===== src/design/sem_params.svh =====
// register map, reset values and limits of the shared lock block
`ifndef SEM_PARAMS_SVH
`define SEM_PARAMS_SVH

// --------------------------------------------------------------------
// register offsets (byte addresses, one aligned word each)
// --------------------------------------------------------------------
`define SEM_ADDR_W        8
`define SEM_OFS_CLAIM0    8'h00
`define SEM_OFS_HOLD0     8'h04
`define SEM_OFS_CLAIM1    8'h08
`define SEM_OFS_HOLD1     8'h0c
`define SEM_OFS_POL       8'h10
`define SEM_OFS_IRQ_STAT  8'h14
`define SEM_OFS_IRQ_MASK  8'h18

// --------------------------------------------------------------------
// reset values and sizes
// --------------------------------------------------------------------
`define SEM_CLAIM_FREE    1'b1
`define SEM_HOLD_RST      32'h0000_0000
`define SEM_POL_RST       2'h0
`define SEM_MASK_RST      2'h0
`define SEM_STAT_RST      2'h0
`define SEM_DATA_W        32
`define SEM_NUM_LOCKS     2
`define SEM_IF_MIN        2
`define SEM_IF_MAX        32

`endif


===== src/design/sem_pkg.sv =====
// types shared by the lock block
package sem_pkg;

  // one bit per lock: polarity, status and mask all use this layout
  typedef logic [1:0] sem_lock_vec_t;

  // a full bus word
  typedef logic [31:0] sem_word_t;

endpackage : sem_pkg


===== src/design/sem_core.sv =====
// two hardware locks shared by several register-access interfaces
`timescale 1ns/1ns
`default_nettype none
`include "sem_params.svh"

module sem_core
  import sem_pkg::*;
#(
  parameter int N_IF = 4
)
(
  input  wire logic                                   clk,
  input  wire logic                                   rst_n,
  input  wire logic [N_IF-1:0][`SEM_ADDR_W-1:0]       bus_addr,
  input  wire logic [N_IF-1:0][`SEM_DATA_W-1:0]       bus_wdata,
  input  wire logic [N_IF-1:0]                        bus_wr,
  input  wire logic [N_IF-1:0]                        bus_rd,
  output var  logic [N_IF-1:0][`SEM_DATA_W-1:0]       bus_rdata,
  output var  logic                                   irq
);

  // ------------------------------------------------------------------
  // elaboration check
  // ------------------------------------------------------------------
  // holder words are 32 bits wide, so no more than 32 interfaces fit
  if (N_IF < `SEM_IF_MIN || N_IF > `SEM_IF_MAX)
  begin : g_bad_nif
    $error("sem_core: N_IF must lie between 2 and 32");
  end

  // ------------------------------------------------------------------
  // state
  // ------------------------------------------------------------------
  // register map seen by every interface (byte offsets):
  //   claim zero, holder zero, claim one, holder one,
  //   interrupt polarity, interrupt status (write one to clear),
  //   interrupt mask; every other offset reads zero
  // each holder word keeps one bit per interface, so a free lock is
  // simply an all-zero holder and needs no separate flag
  // read data are kept per interface so that all of them can be
  // answered in the same cycle without any arbitration delay
  typedef struct packed {
    logic [N_IF-1:0][`SEM_DATA_W-1:0] rdata;
    logic [1:0][N_IF-1:0]             holder;
    sem_lock_vec_t                    pol;
    sem_lock_vec_t                    stat;
    sem_lock_vec_t                    mask;
    logic                             irq;
  } sem_state_s;

  sem_state_s s_r;
  sem_state_s s_nxt;

  // ------------------------------------------------------------------
  // next state
  // ------------------------------------------------------------------
  // all interfaces are decoded in the same cycle; a read never waits
  always_comb
  begin
    logic [1:0][N_IF-1:0] rd_req;
    logic [1:0][N_IF-1:0] win;
    logic [1:0]           wr_hit;
    logic [1:0]           taken;
    logic [1:0]           cond;
    sem_lock_vec_t        clr;
    rd_req = '0;
    win    = '0;
    wr_hit = '0;
    taken  = '0;
    cond   = '0;
    clr    = '0;
    s_nxt  = s_r;

    // claim reads and releasing writes per lock
    for (int l = 0; l < `SEM_NUM_LOCKS; l++)
    begin
      for (int i = 0; i < N_IF; i++)
      begin
        if (bus_addr[i] == ((l == 0) ? `SEM_OFS_CLAIM0 : `SEM_OFS_CLAIM1))
        begin
          rd_req[l][i] = bus_rd[i];
          wr_hit[l]    = wr_hit[l] | bus_wr[i];
        end
      end
      taken[l] = |s_r.holder[l];
      // lowest set bit wins so the holder stays one-hot
      win[l] = taken[l] ? '0 : (rd_req[l] & (~rd_req[l] + N_IF'(1)));
      if (wr_hit[l])
        s_nxt.holder[l] = '0;
      else if (!taken[l] && |rd_req[l])
        s_nxt.holder[l] = win[l];
    end

    // configuration writes; the highest index wins a same-cycle polarity or mask clash, status clears combine
    for (int i = 0; i < N_IF; i++)
    begin
      if (bus_wr[i])
      begin
        case (bus_addr[i])
          `SEM_OFS_POL:      s_nxt.pol  = bus_wdata[i][1:0];
          `SEM_OFS_IRQ_MASK: s_nxt.mask = bus_wdata[i][1:0];
          `SEM_OFS_IRQ_STAT: clr        = clr | bus_wdata[i][1:0];
          default:           ;
        endcase
      end
    end

    // read data for the cycle after the strobe, zero otherwise
    for (int i = 0; i < N_IF; i++)
    begin
      s_nxt.rdata[i] = '0;
      if (bus_rd[i])
      begin
        case (bus_addr[i])
          `SEM_OFS_CLAIM0:   s_nxt.rdata[i] = `SEM_DATA_W'(win[0][i]);
          `SEM_OFS_CLAIM1:   s_nxt.rdata[i] = `SEM_DATA_W'(win[1][i]);
          `SEM_OFS_HOLD0:    s_nxt.rdata[i] = `SEM_DATA_W'(s_r.holder[0]);
          `SEM_OFS_HOLD1:    s_nxt.rdata[i] = `SEM_DATA_W'(s_r.holder[1]);
          `SEM_OFS_POL:      s_nxt.rdata[i] = `SEM_DATA_W'(s_r.pol);
          `SEM_OFS_IRQ_STAT: s_nxt.rdata[i] = `SEM_DATA_W'(s_r.stat);
          `SEM_OFS_IRQ_MASK: s_nxt.rdata[i] = `SEM_DATA_W'(s_r.mask);
          default:           s_nxt.rdata[i] = '0;
        endcase
      end
    end

    // sticky interrupt status; a live condition beats a clearing write
    for (int l = 0; l < `SEM_NUM_LOCKS; l++)
      cond[l] = s_r.pol[l] ? !taken[l] : taken[l];
    s_nxt.stat = (s_r.stat & ~clr) | cond;
    s_nxt.irq  = |(s_nxt.stat & s_nxt.mask);
  end

  // ------------------------------------------------------------------
  // registers
  // ------------------------------------------------------------------
  // asynchronous clear: both holders zero, so both locks come up free;
  // only constants here, the bus ports may still be unknown in reset
  always_ff @(posedge clk or negedge rst_n)
  begin
    if (!rst_n)
    begin
      s_r        <= '0;  // holders zero: both locks free
      s_r.pol    <= `SEM_POL_RST;
      s_r.mask   <= `SEM_MASK_RST;
      s_r.stat   <= `SEM_STAT_RST;
    end
    else
      s_r <= s_nxt;
  end

  assign bus_rdata = s_r.rdata;
  assign irq       = s_r.irq;
endmodule : sem_core
`default_nettype wire


===== config.mk =====
export PLATFORM = sky130hd
export DESIGN_NAME = sem_core
export DESIGN_NICKNAME = d
export VERILOG_FILES = /design/src/design/sem_pkg.sv /design/src/design/sem_core.sv
export VERILOG_INCLUDE_DIRS = /design/src /design/src/design
export SDC_FILE = /design/constraint.sdc
export NUM_CORES = 1
export LEC_CHECK = 0
export BUFFER_PORTS_ARGS = -buffer_cell sky130_fd_sc_hd__buf_2
export CORE_AREA = 2 2 117 119
export DETAILED_ROUTE_END_ITERATION = 7
export DIE_AREA = 0 0 119 121
export GPL_ROUTABILITY_DRIVEN = 0
export PLACE_DENSITY = 0.55
export SLEW_MARGIN = 5
export SYNTH_ARGS = -nofsm -noshare
export SYNTH_HDL_FRONTEND = slang
export SYNTH_SLANG_ARGS = --single-unit

===== constraint.sdc =====
create_clock -name clk -period 2.01 [get_ports clk]
set_clock_uncertainty 0.1 [all_clocks]
set_input_delay 0.1005 -clock clk [delete_from_list [all_inputs] [get_ports clk]]
set_output_delay 0.1005 -clock clk [all_outputs]
set_load 0.01 [all_outputs]

; ---- After elaboration in Yosys (flattened, before gate mapping)
; Index checks and enable logic that the tools add are counted.
[word_totals]
ff_bits = 143
[classes]
muxes = 56
n_reduce_logical = 15
eq_ne = 24
add_sub_neg = 2
n_bitwise = 17
[ops]
columns = cell, count
row1 = 4-bit one-hot mux with 7 select lines, 4
row2 = "8-bit by 5-bit equality test with 1-bit output, second input constant", 12
row3 = "8-bit by 4-bit equality test with 1-bit output, second input constant", 8
row4 = 2-bit two-way mux, 24
row5 = 4-bit two-way mux, 10
row6 = "8-bit by 3-bit equality test with 1-bit output, second input constant", 4
row7 = 8-bit zero test, 4
row8 = 1-bit two-way mux, 18
row9 = 4-bit OR reduction, 4
row10 = "4-bit by 1-bit adder with 4-bit output, second input constant", 2
row11 = 4-bit bitwise AND, 2
row12 = 4-bit NOT, 2
row13 = 2-bit bitwise OR, 4
row14 = 1-bit bitwise OR, 6
row15 = 2-bit bitwise AND, 2
row16 = 2-bit nonzero test, 2
row17 = 1-bit logical AND, 2
row18 = 1-bit zero test, 2
row19 = 2-bit NOT, 1
row20 = 2-bit OR reduction, 1

; ---- Logic depth before layout (Yosys ltp)
[logic_depth]
depth_word = 17
ltp_mapped = 6
mapped_depth_nobuf = 5

; ---- Worst setup path after synthesis
; OpenSTA, ideal clock, no wires.
[synth_timing]
path_type = reg2reg
from = register s_r[9] in the netlist's numbering
to = register s_r (netlist bit bus_rdata[64])
arrival_ps = 1491
path_buffers = 0
synth_period_minus_slack_ps = 1673
required_time_ps = 1828
setup_ps = 82
path_stages_with_launch = 5
setup_slack_ps = 337
cell_sequence = dfrtp_1 > nor4_2 > and2_1 > or3b_1 > a31oi_1
[synth_lines]
columns = element, line
row1 = from (decl), sem_core.sv:51  ; sem_state_s s_r;
row2 = from (signal assigned), sem_core.sv:149  ; s_r <= s_nxt;

==> metrics.cfg <==
[floorplanning]
start_util_pct=24.86
dieArea_mm2=0.01440
io_pins=299
num_rows=42
core_mm2=0.01309
fp.dieH_um=121
die_x_um=119

[logic_synthesis]
synth_edf_count=0
yosysSeqAreaShare_pct=23.85
synth_ff_type=dfrtp_1
synth_simple_gate_area_share_pct=24.15
yosysWarnings=0
syn-mean-instance-area_um2=8.406
ys_async_sr_fraction_pct=100.0
synth_xor_area_share_pct=0.5385
synth_adder_area_share_pct=0
yosysUniqueCellTypes=52
synth_area_leaders=buf_4 (30%), dfrtp_1 (24%), nand4_1 (3.8%)
synth-compound-area-share_pct=13.69
syn_area_mm2=0.003253
netlist_instances=387
yosysTopAreaCellShare_pct=29.77
synth_top_family_by_area=buffers and inverters
synthMuxAreaShare_pct=4.769
synth_top_cell_by_area=buf_4
synth-seq-cells=31

[critical_path]
crit_type=flip-flop to flip-flop
slowest_delay_ns=0.47
cp.arrival_ns=1.93
r2r_start=s_r[11]
cp_common_cell=a31oi_1
crit_chain=nor4_2 > inv_2 > a31oi_1 > nand4_1 > a31oi_1
setup.worst_path.end_class=flip-flop
cp_slowest_cell=dfrtp_1
crit_start=s_r[11]
path_max_fanout=6
required_ns=2.09
start_kind=flip-flop

[grt]
antenna_found_initial=1
grt_pass1_vias=2580
grt_first_pass_wirelength_um=13100
grt_start_max_net_pins=32
grt_overflow_total=0
track_usage_pct=11.56

[job]
maxCapViolCount=0

[layout]
drive_gt1_share_pct=25.60
stdcell_area_mm2=0.003577
seq_area_um2=775.7
final_cell_mix=conb_1 (112), buf_2 (66), dfrtp_1 (31)
fin_util_pct=27.34
multiInputGateArea_mm2=0.001831
area_delta_synth_final_pct=9.962
nNetsFinal=630
fin_cells=638
layout_commonest_cell=conb_1
fillers=1411

[sta]
slew_headroom_pct=52.15
tns_ns=0
fin_crit_sh_pct=92.20
hold_violations=0
final_max_slew_viol_count=0
rsz0062_at_grt=false
setup_viol=0
fmax_mhz=539.6
worst-slew-pin-transition_ns=0.7178
period_minus_slack_ns=1.853

[routing]
wl_um=8755
avgViaCountPerCell=4.373
final_antenna_net_count=0
drt_drc_violations_left=0
wl_per_cell_um=13.72
firstDrtPassIters=5
dr.first_iter.drc_count=173
vias=2790

[min_path]
hold_class=input pin to flip-flop
worstHoldStart=bus_addr[12]

[power]
total_power_mw=2.138
ir_worst_vdd_mv=0.2762
p_leak_nw=1.763
powerDensity_mw_per_mm2=597.7

[clock_network]
tritoncts=done
post_cts_buffers=0
htree_levels=2
cts_num_sinks=31
cts.path.max_buffers=2
insertion_delay_ns=0.27
cts-root-buf=clkbuf_16
cts_buffers=5
clk_pin_slew_ns=0.05

[status]
status=completed

[placement]
placed_cells=628
postPlaceCellArea_mm2=0.003402
io_buffers=66
dpl.hpwl_um=7413

synth_stat cells (4+ instances only):
cell type    n
nor2b_1      4
inv_1       18
mux2_2       4
and2_1       4
a311o_1      4
mux2i_1     11
nor4b_2      4
a21oi_1     11
buf_4      129
nor2_1      22
clkbuf_1     4
o21ai_0      8
nand3_1     16
and3_1       5
dfrtp_1     31
a31oi_1      9
a221oi_1     5
nand4_1     20
a22oi_1      4
nand2_1     16
path summary, 6_finish.rpt:
| path | slack, ns | to | depth (start not counted) |
|---|---|---|---|
| max in group asynchronous | 1.03 | bus_rdata[96] | 2 |
| max reg2reg | 0.16 | bus_rdata[96] | 5 |
| min | 0.01 | bus_rdata[33] | 3 |
| min in group asynchronous | 0.32 | bus_rdata[32] | 2 |
| min reg2reg | 0.56 | s_r[11] | 2 |
| max | 0.16 | bus_rdata[96] | 5 |
layer usage:
metal | GRT usage, % | part of all wire (%)
met5 | 0 | 0
met4 | 3.943 | 2.5
met3 | 3.289 | 9.8
met2 | 20.76 | 51
met1 | 13.12 | 37
through the flow:
step                      setup slack [ns]  hold WS (ns)
after floorplan                     0.3368       -0.2951
after global placement             0.08242       0.08162
after detailed placement           0.08257        0.1007
after CTS                          0.05071      0.009516
after global routing               0.07655       0.03317
final                               0.1567       0.01371
power breakdown:
group          internal (mW)  switching (mW)  leakage (nW)
sequential             0.684          0.0748         0.380
combinational          0.225           0.373          1.31
clock                  0.526           0.256        0.0772
total                   1.43           0.703          1.76
layout make-up:
class	count	area share, %
flip-flops and latches	31	21.69
clock buffers	8	4.372
inverters	19	1.994
repair buffers	91	14.55
diodes	1	0.06995
multi-input cells	312	51.17
well taps	176	6.156
state kept, by name (all words and copies together) (netlist names):
register / flops
bus_rdata: 16
s_r: 14
irq: 1
cells by family after synthesis:
kind of cell,count (synthesis)
AND/OR/NAND/NOR,120
multiplexers,15
AO/OA/AOI/OAI,63
flip-flops,31
XOR/XNOR,2
other,1
buffers and inverters,155
what timing repair did:
item	in CTS	in global routing
endpoints found under the setup margin	0	2
hold buffers	1	0
gates resized for setup	0	1
endpoints found under the hold margin	31	0
worst max-delay path, delay by kind of cell (launching register included):
| family | cells | cell delay, ns |
|---|---|---|
| AOI/OAI and AO/OA | 2 | 0.53 |
| and+or+nand+nor | 2 | 0.61 |
| DFF | 1 | 0.47 |
| buffers and inverters | 1 | 0.04 |
No activity file was read; power rests on OpenSTA's default activity.
